## src/rtl/gar_pkg.sv

```systemverilog
// Constants for the auxiliary reset command block
// Summary of operation
// A write with a zero control field runs the command in the command field, else loads a hidden register.
// Command code 00000 is immediate-execute pon and 00010 is chip reset, acted on the cycle after the write.
// Immediate-execute pon drives local pon so every bus interface function goes to its idle state.
// Immediate-execute pon while pon is already held by reset or chip reset releases pon.
// Chip reset acts like the external reset and also clears the system-controller enable bit.
// Chip reset places all bus interface functions in their idle states.
// Chip reset clears the serial poll response register and the pending send-EOI bit.
// Chip reset clears auxiliary configuration registers A, B and E.
// Chip reset clears the parallel poll flag and the rsc local message.
// Chip reset loads the clock count register with binary 1000.
// The host must issue immediate-execute pon after chip reset before expecting bus activity.
package gar_pkg;
    // AXI4-Lite byte addresses
    localparam logic [7:0] ADDR_AUX_CMD    = 8'h00;
    localparam logic [7:0] ADDR_SPOLL      = 8'h04;
    localparam logic [7:0] ADDR_CFG_A      = 8'h08;
    localparam logic [7:0] ADDR_CFG_B      = 8'h0c;
    localparam logic [7:0] ADDR_CFG_E      = 8'h10;
    localparam logic [7:0] ADDR_CLK_CNT    = 8'h14;
    localparam logic [7:0] ADDR_PPR        = 8'h18;
    localparam logic [7:0] ADDR_CTRL       = 8'h1c;
    localparam logic [7:0] ADDR_STATUS     = 8'h20;
    // Aux command field layout
    localparam int         CTL_MSB         = 7;
    localparam int         CTL_LSB         = 5;
    localparam int         CMD_MSB         = 4;
    localparam int         CMD_LSB         = 0;
    // Control select codes for commands and hidden registers
    localparam logic [2:0] CTL_COMMAND     = 3'h0;
    localparam logic [2:0] CTL_CFG_A       = 3'h4;
    localparam logic [2:0] CTL_CFG_B       = 3'h5;
    localparam logic [2:0] CTL_CFG_E       = 3'h6;
    localparam logic [2:0] CTL_CLK_CNT     = 3'h1;
    localparam logic [2:0] CTL_PPR         = 3'h3;
    // Command codes
    localparam logic [4:0] CMD_PON         = 5'h00;
    localparam logic [4:0] CMD_CHIP_RESET  = 5'h02;
    localparam logic [4:0] CMD_PPF_CLR     = 5'h01;
    localparam logic [4:0] CMD_PPF_SET     = 5'h09;
    localparam logic [4:0] CMD_SEND_EOI    = 5'h06;
    localparam logic [4:0] CMD_DIS_SC      = 5'h14;
    // Reset value and AXI response codes
    localparam logic [3:0] CLK_CNT_RESET   = 4'h8;
    localparam logic [1:0] RESP_OKAY       = 2'h0;
    localparam logic [1:0] RESP_SLVERR     = 2'h2;
    // Control register bits
    localparam int         CTRL_SC_BIT     = 0;
    localparam int         CTRL_RSC_BIT    = 1;
    // Status register bits
    localparam int         ST_PON_BIT      = 0;
    localparam int         ST_PPF_BIT      = 1;
    localparam int         ST_EOI_BIT      = 2;
    localparam int         ST_SC_BIT       = 3;
    localparam int         ST_RSC_BIT      = 4;
endpackage

```

## src/rtl/gar_aux_reset.sv

```systemverilog
// Auxiliary command register with pon and chip reset, AXI4-Lite slave
//
// Design decisions made here: the AXI4-Lite interface to the registers and the placing of the registers.
`timescale 1ns/1ps
module gar_aux_reset (
    input  wire logic        clk,
    input  wire logic        rst,
    input  wire logic [7:0]  s_axi_awaddr,
    input  wire logic        s_axi_awvalid,
    output logic             s_axi_awready,
    input  wire logic [31:0] s_axi_wdata,
    input  wire logic [3:0]  s_axi_wstrb,
    input  wire logic        s_axi_wvalid,
    output logic             s_axi_wready,
    output logic [1:0]       s_axi_bresp,
    output logic             s_axi_bvalid,
    input  wire logic        s_axi_bready,
    input  wire logic [7:0]  s_axi_araddr,
    input  wire logic        s_axi_arvalid,
    output logic             s_axi_arready,
    output logic [31:0]      s_axi_rdata,
    output logic [1:0]       s_axi_rresp,
    output logic             s_axi_rvalid,
    input  wire logic        s_axi_rready,
    output logic             local_pon,
    output logic             sys_ctrl_enable,
    output logic             rsc_msg,
    output logic             par_poll_flag,
    output logic             send_eoi_pending,
    output logic [7:0]       serial_poll_response_reg
);
    import gar_pkg::*;

    // Write channel capture; address and data may come in either order
    logic        aw_held;
    logic        w_held;
    logic [7:0]  aw_addr;
    logic [31:0] w_data;
    logic [3:0]  w_strb;
    // Registered command strobe, acted on one cycle after the write
    logic        cmd_go;
    logic [4:0]  cmd_code;
    logic [4:0]  cfg_a;
    logic [4:0]  cfg_b;
    logic [4:0]  cfg_e;
    logic [3:0]  clock_count_register;
    logic [4:0]  ppr;
    // Marks a pon raised only for one cycle by immediate pon
    logic        pon_pulse;

    assign s_axi_awready = !aw_held && !s_axi_bvalid;
    assign s_axi_wready  = !w_held && !s_axi_bvalid;

    wire        aw_now   = aw_held || (s_axi_awvalid && s_axi_awready);
    wire        w_now    = w_held || (s_axi_wvalid && s_axi_wready);
    wire [7:0]  wr_addr  = aw_held ? aw_addr : s_axi_awaddr;
    wire [31:0] wr_data  = w_held ? w_data : s_axi_wdata;
    wire [3:0]  wr_strb  = w_held ? w_strb : s_axi_wstrb;
    wire        wr_fire  = aw_now && w_now && !s_axi_bvalid;
    wire        wr_lane0 = wr_fire && wr_strb[0];

    // Register decode
    wire        hit_aux  = wr_addr == ADDR_AUX_CMD;
    wire        hit_spr  = wr_addr == ADDR_SPOLL;
    wire        hit_ctrl = wr_addr == ADDR_CTRL;
    wire        wr_known = hit_aux || hit_spr || hit_ctrl || wr_addr == ADDR_STATUS
                           || wr_addr == ADDR_CFG_A || wr_addr == ADDR_CFG_B
                           || wr_addr == ADDR_CFG_E || wr_addr == ADDR_CLK_CNT
                           || wr_addr == ADDR_PPR;
    wire [2:0]  ctl_sel  = wr_data[CTL_MSB:CTL_LSB];
    wire [4:0]  cmd_fld  = wr_data[CMD_MSB:CMD_LSB];
    wire        aux_wr   = wr_lane0 && hit_aux;
    wire        is_cmd   = aux_wr && ctl_sel == CTL_COMMAND;
    wire        hid_wr   = aux_wr && ctl_sel != CTL_COMMAND;

    // Command decode, one cycle after the write
    wire        do_pon   = cmd_go && cmd_code == CMD_PON;
    wire        do_chip  = cmd_go && cmd_code == CMD_CHIP_RESET;

    // AXI write handshake state
    always_ff @(posedge clk or posedge rst) begin
        if (rst) begin
            aw_held      <= 1'b0;
            w_held       <= 1'b0;
            aw_addr      <= 8'h00;
            w_data       <= 32'h0;
            w_strb       <= 4'h0;
            s_axi_bvalid <= 1'b0;
            s_axi_bresp  <= RESP_OKAY;
        end else begin
            if (s_axi_awvalid && s_axi_awready) begin
                aw_addr <= s_axi_awaddr;
            end
            if (s_axi_wvalid && s_axi_wready) begin
                w_data <= s_axi_wdata;
                w_strb <= s_axi_wstrb;
            end
            aw_held <= aw_now && !wr_fire;
            w_held  <= w_now && !wr_fire;
            if (wr_fire) begin
                s_axi_bvalid <= 1'b1;
                s_axi_bresp  <= wr_known ? RESP_OKAY : RESP_SLVERR;
            end else if (s_axi_bready) begin
                s_axi_bvalid <= 1'b0;
            end
        end
    end

    // Command pipeline stage
    always_ff @(posedge clk or posedge rst) begin
        if (rst) begin
            cmd_go   <= 1'b0;
            cmd_code <= 5'h00;
        end else begin
            cmd_go   <= is_cmd;
            cmd_code <= cmd_fld;
        end
    end

    // Hidden registers; chip reset clears A, B and E and loads the clock count with 8
    gar_field_reg #(.WIDTH(5), .CLEAR_VAL(5'h00)) u_cfg_a (
        .clk   (clk),
        .rst   (rst),
        .load  (hid_wr && ctl_sel == CTL_CFG_A),
        .clear (do_chip),
        .din   (cmd_fld),
        .q     (cfg_a)
    );
    gar_field_reg #(.WIDTH(5), .CLEAR_VAL(5'h00)) u_cfg_b (
        .clk   (clk),
        .rst   (rst),
        .load  (hid_wr && ctl_sel == CTL_CFG_B),
        .clear (do_chip),
        .din   (cmd_fld),
        .q     (cfg_b)
    );
    gar_field_reg #(.WIDTH(5), .CLEAR_VAL(5'h00)) u_cfg_e (
        .clk   (clk),
        .rst   (rst),
        .load  (hid_wr && ctl_sel == CTL_CFG_E),
        .clear (do_chip),
        .din   (cmd_fld),
        .q     (cfg_e)
    );
    gar_field_reg #(.WIDTH(4), .CLEAR_VAL(CLK_CNT_RESET)) u_clk_cnt (
        .clk   (clk),
        .rst   (rst),
        .load  (hid_wr && ctl_sel == CTL_CLK_CNT),
        .clear (do_chip),
        .din   (cmd_fld[3:0]),
        .q     (clock_count_register)
    );
    // Parallel poll register is not named among chip reset effects
    gar_field_reg #(.WIDTH(5), .CLEAR_VAL(5'h00)) u_ppr (
        .clk   (clk),
        .rst   (rst),
        .load  (hid_wr && ctl_sel == CTL_PPR),
        .clear (1'b0),
        .din   (cmd_fld),
        .q     (ppr)
    );

    // Pon: reset and chip reset hold it; immediate pon releases a held pon,
    // and with none held it gives a one-cycle pon so functions still go idle
    always_ff @(posedge clk or posedge rst) begin
        if (rst) begin
            local_pon <= 1'b1;
            pon_pulse <= 1'b0;
        end else if (do_chip) begin
            local_pon <= 1'b1;
            pon_pulse <= 1'b0;
        end else if (do_pon) begin
            local_pon <= !local_pon;
            pon_pulse <= !local_pon;
        end else if (pon_pulse) begin
            local_pon <= 1'b0;
            pon_pulse <= 1'b0;
        end
    end

    // Local messages and control bits; chip reset wins over the write
    always_ff @(posedge clk or posedge rst) begin
        if (rst) begin
            sys_ctrl_enable          <= 1'b0;
            rsc_msg                  <= 1'b0;
            par_poll_flag            <= 1'b0;
            send_eoi_pending         <= 1'b0;
            serial_poll_response_reg <= 8'h00;
        end else if (do_chip) begin
            sys_ctrl_enable          <= 1'b0;
            rsc_msg                  <= 1'b0;
            par_poll_flag            <= 1'b0;
            send_eoi_pending         <= 1'b0;
            serial_poll_response_reg <= 8'h00;
        end else begin
            if (wr_lane0 && hit_ctrl) begin
                sys_ctrl_enable <= wr_data[CTRL_SC_BIT];
                rsc_msg         <= wr_data[CTRL_RSC_BIT];
            end else if (cmd_go && cmd_code == CMD_DIS_SC) begin
                sys_ctrl_enable <= 1'b0;
            end
            if (wr_lane0 && hit_spr) begin
                serial_poll_response_reg <= wr_data[7:0];
            end
            if (cmd_go && (cmd_code == CMD_PPF_CLR || cmd_code == CMD_PPF_SET)) begin
                par_poll_flag <= cmd_code[3];
            end
            if (cmd_go && cmd_code == CMD_SEND_EOI) begin
                send_eoi_pending <= 1'b1;
            end
        end
    end

    // Read path; one read at a time, data one cycle after address
    wire [7:0]  status_bits = {3'h0, rsc_msg, sys_ctrl_enable, send_eoi_pending,
                               par_poll_flag, local_pon};
    wire        rd_known    = s_axi_araddr != ADDR_AUX_CMD;
    logic [31:0] rd_mux;
    always_comb begin
        unique case (s_axi_araddr)
            ADDR_SPOLL:   rd_mux = {24'h0, serial_poll_response_reg};
            ADDR_CFG_A:   rd_mux = {27'h0, cfg_a};
            ADDR_CFG_B:   rd_mux = {27'h0, cfg_b};
            ADDR_CFG_E:   rd_mux = {27'h0, cfg_e};
            ADDR_CLK_CNT: rd_mux = {28'h0, clock_count_register};
            ADDR_PPR:     rd_mux = {27'h0, ppr};
            ADDR_CTRL:    rd_mux = {30'h0, rsc_msg, sys_ctrl_enable};
            ADDR_STATUS:  rd_mux = {24'h0, status_bits};
            default:      rd_mux = 32'h0;
        endcase
    end
    wire rd_known_map = rd_known && (s_axi_araddr[1:0] == 2'h0) && s_axi_araddr <= ADDR_STATUS;

    assign s_axi_arready = !s_axi_rvalid;

    // Read response register
    always_ff @(posedge clk or posedge rst) begin
        if (rst) begin
            s_axi_rvalid <= 1'b0;
            s_axi_rdata  <= 32'h0;
            s_axi_rresp  <= RESP_OKAY;
        end else if (s_axi_arvalid && s_axi_arready) begin
            s_axi_rvalid <= 1'b1;
            s_axi_rdata  <= rd_mux;
            s_axi_rresp  <= rd_known_map ? RESP_OKAY : RESP_SLVERR;
        end else if (s_axi_rready) begin
            s_axi_rvalid <= 1'b0;
        end
    end
endmodule // gar_aux_reset

```

## src/rtl/gar_field_reg.sv

```systemverilog
// Hidden register of WIDTH bits, loaded via aux command, set to CLEAR_VAL by clear
`timescale 1ns/1ps
module gar_field_reg #(
    parameter int        WIDTH = 5,
    parameter logic [WIDTH-1:0] CLEAR_VAL = '0
) (
    input  wire logic             clk,
    input  wire logic             rst,
    input  wire logic             load,
    input  wire logic             clear,
    input  wire logic [WIDTH-1:0] din,
    output logic      [WIDTH-1:0] q
);
    // Clear wins: chip reset must not be undone by a same-cycle load
    always_ff @(posedge clk or posedge rst) begin
        if (rst) begin
            q <= CLEAR_VAL;
        end else if (clear) begin
            q <= CLEAR_VAL;
        end else if (load) begin
            q <= din;
        end
    end
endmodule // gar_field_reg

```

## config.mk

```make
export PLATFORM = sky130hd
export DESIGN_NAME = gar_aux_reset
export DESIGN_NICKNAME = d
export VERILOG_FILES = /design/src/rtl/gar_pkg.sv /design/src/rtl/gar_aux_reset.sv /design/src/rtl/gar_field_reg.sv
export SDC_FILE = /design/constraint.sdc
export NUM_CORES = 1
export LEC_CHECK = 0
export BUFFER_PORTS_ARGS = -buffer_cell sky130_fd_sc_hd__buf_2
export CAP_MARGIN = 20
export CORE_MARGIN = 2
export CORE_UTILIZATION = 40
export DETAILED_ROUTE_END_ITERATION = 10
export MAX_ROUTING_LAYER = met4
export SYNTH_ARGS = -nofsm -noshare
export SYNTH_HDL_FRONTEND = slang
export SYNTH_SLANG_ARGS = --single-unit
```

## constraint.sdc

```tcl
create_clock -name clk -period 2.9 [get_ports clk]
set_clock_uncertainty 0.2 [all_clocks]
set_input_delay 0.145 -clock clk [delete_from_list [all_inputs] [get_ports clk]]
set_output_delay 0.145 -clock clk [all_outputs]
set_load 0.005 [all_outputs]
```

Word level (Yosys, flattened, before mapping)
Index checks and enable logic that the tools add are counted.

storage, ports and cells
  bits in registers = 101
  output and inout bits = 54

operators by class
  magnitude comparators = 1
  eq/ne operators = 26
  mux-type cells = 34
  reduce and logical (&&, ||, !) cells = 62

operators with widths
  operator              count
  $eq A8 B5 Y1 const B  8
  $pmux W8 S8           1
  $eq A8 B4 Y1 const B  4
  $mux W8               4
  $mux W5               6
  $logic_and A1 B1 Y1   27
  $reduce_bool A2 Y1    10
  $mux W1               19
  $eq A8 B3 Y1 const B  2
  $eq A8 B6 Y1 const B  2
  $logic_or A1 B1 Y1    11
  $eq A3 B3 Y1 const B  3
  $reduce_bool A3 Y1    3
  $le A8 B6 Y1 const B  1
  $logic_not A8 Y1      1
  $mux W4               2
  $reduce_bool A8 Y1    1
  $logic_not A1 Y1      6
  $eq A5 B1 Y1 const B  1
  $eq A5 B2 Y1 const B  1
  $eq A5 B3 Y1 const B  1
  $eq A5 B4 Y1 const B  1
  $eq A5 B5 Y1 const B  1
  $logic_not A5 Y1      1
  5 further kinds       6

Logic depth before layout (Yosys ltp)
  word-level depth = 12
  gate-level depth with buffers = 7
  depth with buffers taken out = 5

By module
Synthesis repeated with hierarchy kept, for this count alone.

unflattened totals
  cell total of the unflattened synthesis = 362
  area total of the unflattened synthesis = 3,993.8 µm²

modules (own cells, without submodules)
  module                       instances  cells each  area an instance (µm²)  seq. area each (µm²)
  gar_aux_reset                1          280         2,989.1                 1,277.5
  gar_field_reg (u_cfg_a ...)  4          17          209.0                   125.1
  gar_field_reg (u_clk_cnt)    1          14          168.9                   101.3

Least setup slack after synthesis
Ideal clock, no wire load.

  path type = flip-flop to flip-flop
  start = register s_axi_bvalid
  end = register u_cfg_a.q[0]
  arrival time = 1.781 ns
  data required time = 2.575 ns
  path slack = 0.794 ns
  stages on the path, launching flop included = 7
  path buffers = 1
  period minus slack after synthesis = 2.106 ns
  path through = dfrtp_1 -> o21bai_2 -> nor3_4 -> nand2_2 -> or4_1 -> buf_2 -> mux2i_1

on the way
  word-level cells in the longest chain between the ends = 11

ends and longest elaborated chain
  element                                        RTL line                                                       source
  from (decl)                                    gar_aux_reset.sv:16                                            output logic s_axi_bvalid,
  from (signal assigned)                         gar_aux_reset.sv:88                                            s_axi_bvalid <= 1'b0;
  from (signal assigned)                         gar_aux_reset.sv:101                                           s_axi_bvalid <= 1'b1;
  from (signal assigned)                         gar_aux_reset.sv:104                                           s_axi_bvalid <= 1'b0;
  $logic_not A1 Y1 *                             gar_aux_reset.sv:51, gar_aux_reset.sv:52, gar_aux_reset.sv:59
  $logic_and A1 B1 Y1, on equally long branches  gar_aux_reset.sv:51, gar_aux_reset.sv:52
  $logic_and A1 B1 Y1, on equally long branches  gar_aux_reset.sv:54, gar_aux_reset.sv:55
  $logic_or A1 B1 Y1, on equally long branches   gar_aux_reset.sv:54, gar_aux_reset.sv:55
  $logic_and A1 B1 Y1                            gar_aux_reset.sv:59                                            wire wr_fire = aw_now && w_now && !s_axi_bvalid;
  $logic_and A1 B1 Y1 *                          gar_aux_reset.sv:59
  $logic_and A1 B1 Y1 *                          gar_aux_reset.sv:60                                            wire wr_lane0 = wr_fire && wr_strb[0];
  $logic_and A1 B1 Y1 *                          gar_aux_reset.sv:72                                            wire aux_wr = wr_lane0 && hit_aux;
  $logic_and A1 B1 Y1 *                          gar_aux_reset.sv:74                                            wire hid_wr = aux_wr && ctl_sel != CTL_COMMAND;
  $logic_and A1 B1 Y1 *                          gar_aux_reset.sv:124                                           .load (hid_wr && ctl_sel == CTL_CFG_A),
  $reduce_bool A2 Y1 (no source line) *          --
  to (signal assigned)                           gar_field_reg.sv:21                                            q <= din;
  to (decl)                                      gar_field_reg.sv:12                                            output logic [WIDTH-1:0] q

Every way passes the cells marked *; elsewhere a longest branch is shown, timed or not.
A chain may end at the register's enable or synchronous reset.

Worst setup path in the final report
  start = register w_held
  end = register u_ppr.q[1]

on the way
  word-level cells in the longest chain between the ends = 10

ends and longest elaborated chain
  element                           RTL line              source
  from (decl)                       gar_aux_reset.sv:36   logic w_held;
  from (signal assigned)            gar_aux_reset.sv:99   w_held <= w_now && !wr_fire;
  $logic_not A1 Y1                  gar_aux_reset.sv:52   assign s_axi_wready = !w_held && !s_axi_bvalid;
  $logic_and A1 B1 Y1               gar_aux_reset.sv:52
  $logic_and A1 B1 Y1               gar_aux_reset.sv:55   wire w_now = w_held || (s_axi_wvalid && s_axi_wready);
  $logic_or A1 B1 Y1                gar_aux_reset.sv:55
  $logic_and A1 B1 Y1 (2 in a row)  gar_aux_reset.sv:59
  $logic_and A1 B1 Y1               gar_aux_reset.sv:60
  $logic_and A1 B1 Y1               gar_aux_reset.sv:72
  $logic_and A1 B1 Y1               gar_aux_reset.sv:74
  $logic_and A1 B1 Y1               gar_aux_reset.sv:157  .load (hid_wr && ctl_sel == CTL_PPR),
  to (signal assigned)              gar_field_reg.sv:21
  to (decl)                         gar_field_reg.sv:12

Several ways; a longest one is shown, not always the timed one.

==> metrics.txt <==
area inside the core boundary 9328 µm²; Post-synth ARST share 1.000; number of cells on the worst reg-to-reg path 5; Cell Int Power 1.991 mW; Chip Height 102.5 µm; predominant post-synthesis flop cell sky130_fd_sc_hd__dfrtp_1; buffer count from post-CTS setup fixing 0; Pins Over Slew Limit 0; count of cell types in the netlist 52; total iterations of the first detailed-routing run 4; actual slew at the worst max-slew pin 0.8000 ns; number of buffers on the longest clock path 2; effective utilization at floorplan 0.4161; maximum number of pins on one net before global-route repair 55; pre-CTS WS 0.3093 ns; ports placed on the boundary 113; worst reg2reg endpoint u_ppr.q[1]; Arrival @ worst endpoint 2.62 ns; final antenna-violating net count 0; post-detailed-routing wire length 8696 µm; reported max-cap violation count 0; number of antenna cells inserted 0; htree depth 3; upper clock frequency limit 386.0 MHz; power per standard cell area 642.5 nW/µm²; global-route congestion overflow total 0; vias after detailed routing 2867; number of cells on the worst hold path 4; final net count 500; CTS clk-pin slew, worst paths 0.07 ns; status complete, no violations; worst-path maximum fanout 17; die area 10510 µm²; worst slew margin relative to its limit 0.4656; start of the worst register-to-register path w_held; weighted congestion reported at the end of routability-driven placement 0.8812; DR DRC count 0; via count of the first global-routing pass 2741; setup repair after global routing missed its margin no; clock tree root buffer cell sky130_fd_sc_hd__clkbuf_8; endpoint kind of the worst setup timing path register; initial detailed-routing violation count 152; accumulated negative setup slack 0 ns; synthesized area divided by synthesized cell count 10.75 µm²; worst IR drop on VDD 0.0003636 V; CTS tree done; proportion of power drawn by the clock network 0.233; portion of the post-synthesis area used by sequential elements 0.4842; Sinks on Clock Net 75; Skew-Pair Late Insertion Delay 0.34 ns; setup slack, reg-to-reg 0.31 ns; Data required, critical path 2.93 ns; number of warnings reported in the yosys synthesis log 0; register bit total from synthesis 75; Worst Path Class, Setup register to register; port bufs 59; Hold Path Sink aw_held; cells taking the most area after synthesis sky130_fd_sc_hd__dfrtp_1 47%, sky130_fd_sc_hd__mux2i_1 9.8%, sky130_fd_sc_hd__mux2_2 8.4%; wire length per cell after detailed routing 15.12 µm; area leader, netlist sky130_fd_sc_hd__dfrtp_1; global-route usage over all layers 0.1820; number of enable flip-flop cells after synthesis 0; area overhead of the layout relative to synthesis 18.73%; standard-cell row count 35; switching fraction of total power 0.3274; gate count of the mapped netlist 361; cell area after synthesis 3881 µm²; Yosys top cell area share 0.4707; leakage power of the design 2.253 nW; Final setup violation count 0; Hold Path Origin s_axi_wvalid; detail-routed via count per cell 4.986; post-route fraction of the period consumed by the critical path 0.8934; first-pass GRT wire length 14030 µm; Sw Pwr 969.3 µW; power share of the sequential group 0.489; worst hold margin 0.04280 ns; horizontal extent of the die 102.5 µm; ratio of cells with drive above 1 in the final layout 0.2578; Detail Placement HPWL 6221 µm; Hold Violations, Final 0; CTS Buf Count 9; worst hold-check path type input port to register; final core occ 0.4940; startpoint kind of the worst setup timing path register; portion of total power attributed to combinational logic 0.278; number of antenna violations at the first check in global routing 0; crit path setup slack, layout 0.3093 ns; Min Clock Period, post-route 2.591 ns
[worst max-delay path: stages (launching register included)]
cell and delay, ns:
sky130_fd_sc_hd__dfrtp_1 0.71, sky130_fd_sc_hd__nor2_1 0.22, sky130_fd_sc_hd__nor3_4 0.27, sky130_fd_sc_hd__nand2_2 0.16
sky130_fd_sc_hd__nor4b_4 0.53, sky130_fd_sc_hd__mux2_2 0.39
[through the flow]
stage          total power [mW]  cell area [µm²]  instances
2_1_floorplan             2.030             3975        386
3_3_place_gp              2.220             4208        535
3_5_place_dp              2.243             4208        535
4_1_cts                   2.982             4608        575
5_1_grt                   3.141             4608        575
6_report                  2.961             4608        575
[kinds of logic (layout without fill, tap and decap cells)]
logic type | count (synthesis) | in the layout | share of synthesized area
other cells | 1 | 26 | 0.0009662
xor+xnor | 1 | 1 | 0.002257
compound gates | 52 | 52 | 0.09446
mux | 68 | 68 | 0.1879
flops | 75 | 75 | 0.4842
simple gates | 116 | 116 | 0.1576
buf+inv | 48 | 108 | 0.07253
[cells in the mapped netlist, drive strengths merged (2+ instances only)]
| cell type | count |
|---|---|
| dfrtp | 73 |
| a211oi | 2 |
| nand3b | 4 |
| or4 | 2 |
| clkbuf | 11 |
| o22ai | 4 |
| buf | 31 |
| nor4b | 2 |
| a22o | 7 |
| nand3 | 3 |
| inv | 6 |
| mux2 | 29 |
| mux2i | 38 |
| nor2b | 10 |
| dfstp | 2 |
| nand2 | 38 |
| a31oi | 3 |
| o221ai | 3 |
| o21ai | 9 |
| nor2 | 32 |
| and3 | 2 |
| nor3b | 6 |
| nor3 | 8 |
| nand4 | 3 |
| a21oi | 8 |
| a22oi | 6 |
[placed cells by master (no fill, tap or decap), types with 3 or more instances in the layout]
master and count:
sky130_fd_sc_hd__a21oi_1 8, sky130_fd_sc_hd__a22o_1 7, sky130_fd_sc_hd__a22oi_1 6, sky130_fd_sc_hd__a31oi_1 3, sky130_fd_sc_hd__buf_2 59, sky130_fd_sc_hd__clkbuf_1 6, sky130_fd_sc_hd__clkbuf_8 10, sky130_fd_sc_hd__conb_1 26
sky130_fd_sc_hd__dfrtp_1 73, sky130_fd_sc_hd__dlygate4sd3_1 24, sky130_fd_sc_hd__inv_1 5, sky130_fd_sc_hd__mux2_2 29, sky130_fd_sc_hd__mux2i_1 38, sky130_fd_sc_hd__nand2_1 37, sky130_fd_sc_hd__nand3_1 3, sky130_fd_sc_hd__nand3b_1 4
sky130_fd_sc_hd__nand4_1 3, sky130_fd_sc_hd__nor2_1 32, sky130_fd_sc_hd__nor2b_1 10, sky130_fd_sc_hd__nor3_1 6, sky130_fd_sc_hd__nor3b_1 4, sky130_fd_sc_hd__o21ai_0 9, sky130_fd_sc_hd__o221ai_1 3, sky130_fd_sc_hd__o22ai_1 4
[layer usage]
| metal | track usage | up-vias | share of wire |
|---|---|---|---|
| met5 | - | - | 0 |
| met4 | 0.08718 | 0 | 0.025 |
| met3 | 0.02712 | 17 | 0.038 |
| met2 | 0.2680 | 87 | 0.44 |
| met1 | 0.2472 | 1366 | 0.50 |
| li1 | - | 1397 | - |
[cell type report]
type | count | area [µm²]
Fill cell | 859 | 4720
Sequential cell | 75 | 1879
Multi-Input combinational cell | 263 | 1814
Timing Repair Buffer | 86 | 570.5
Tap cell | 129 | 161.4
Clock buffer | 16 | 160.2
Inverter | 6 | 22.52
[what timing repair did]
action                                 in CTS  in global routing
gates resized for setup                     0                  0
endpoints found under the hold margin      47                  0
setup endpoints to repair                   0                  0
hold buffers                               24                  0
[power by group through the flow]
stage / sequential [mW] / clock, mW / combinational (mW)
after global placement: 1.46 / 0 / 0.765
after detailed placement: 1.47 / 0 / 0.778
final: 1.45 / 0.689 / 0.824
after floorplan: 1.38 / 0 / 0.647
after global routing: 1.48 / 0.754 / 0.905
after CTS: 1.45 / 0.711 / 0.824
[worst max path at each step]
stage,startpoint,endpoint,depth (start not counted)
final,w_held,u_ppr.q[1],5
after global routing,w_held,u_ppr.q[4],5
after CTS,w_held,u_ppr.q[1],5
after detailed placement,w_held,u_ppr.q[1],5
after global placement,w_held,u_cfg_a.q[4],5
after floorplan,rst,aw_addr[0],1
Power figures use the tool's default switching activity.
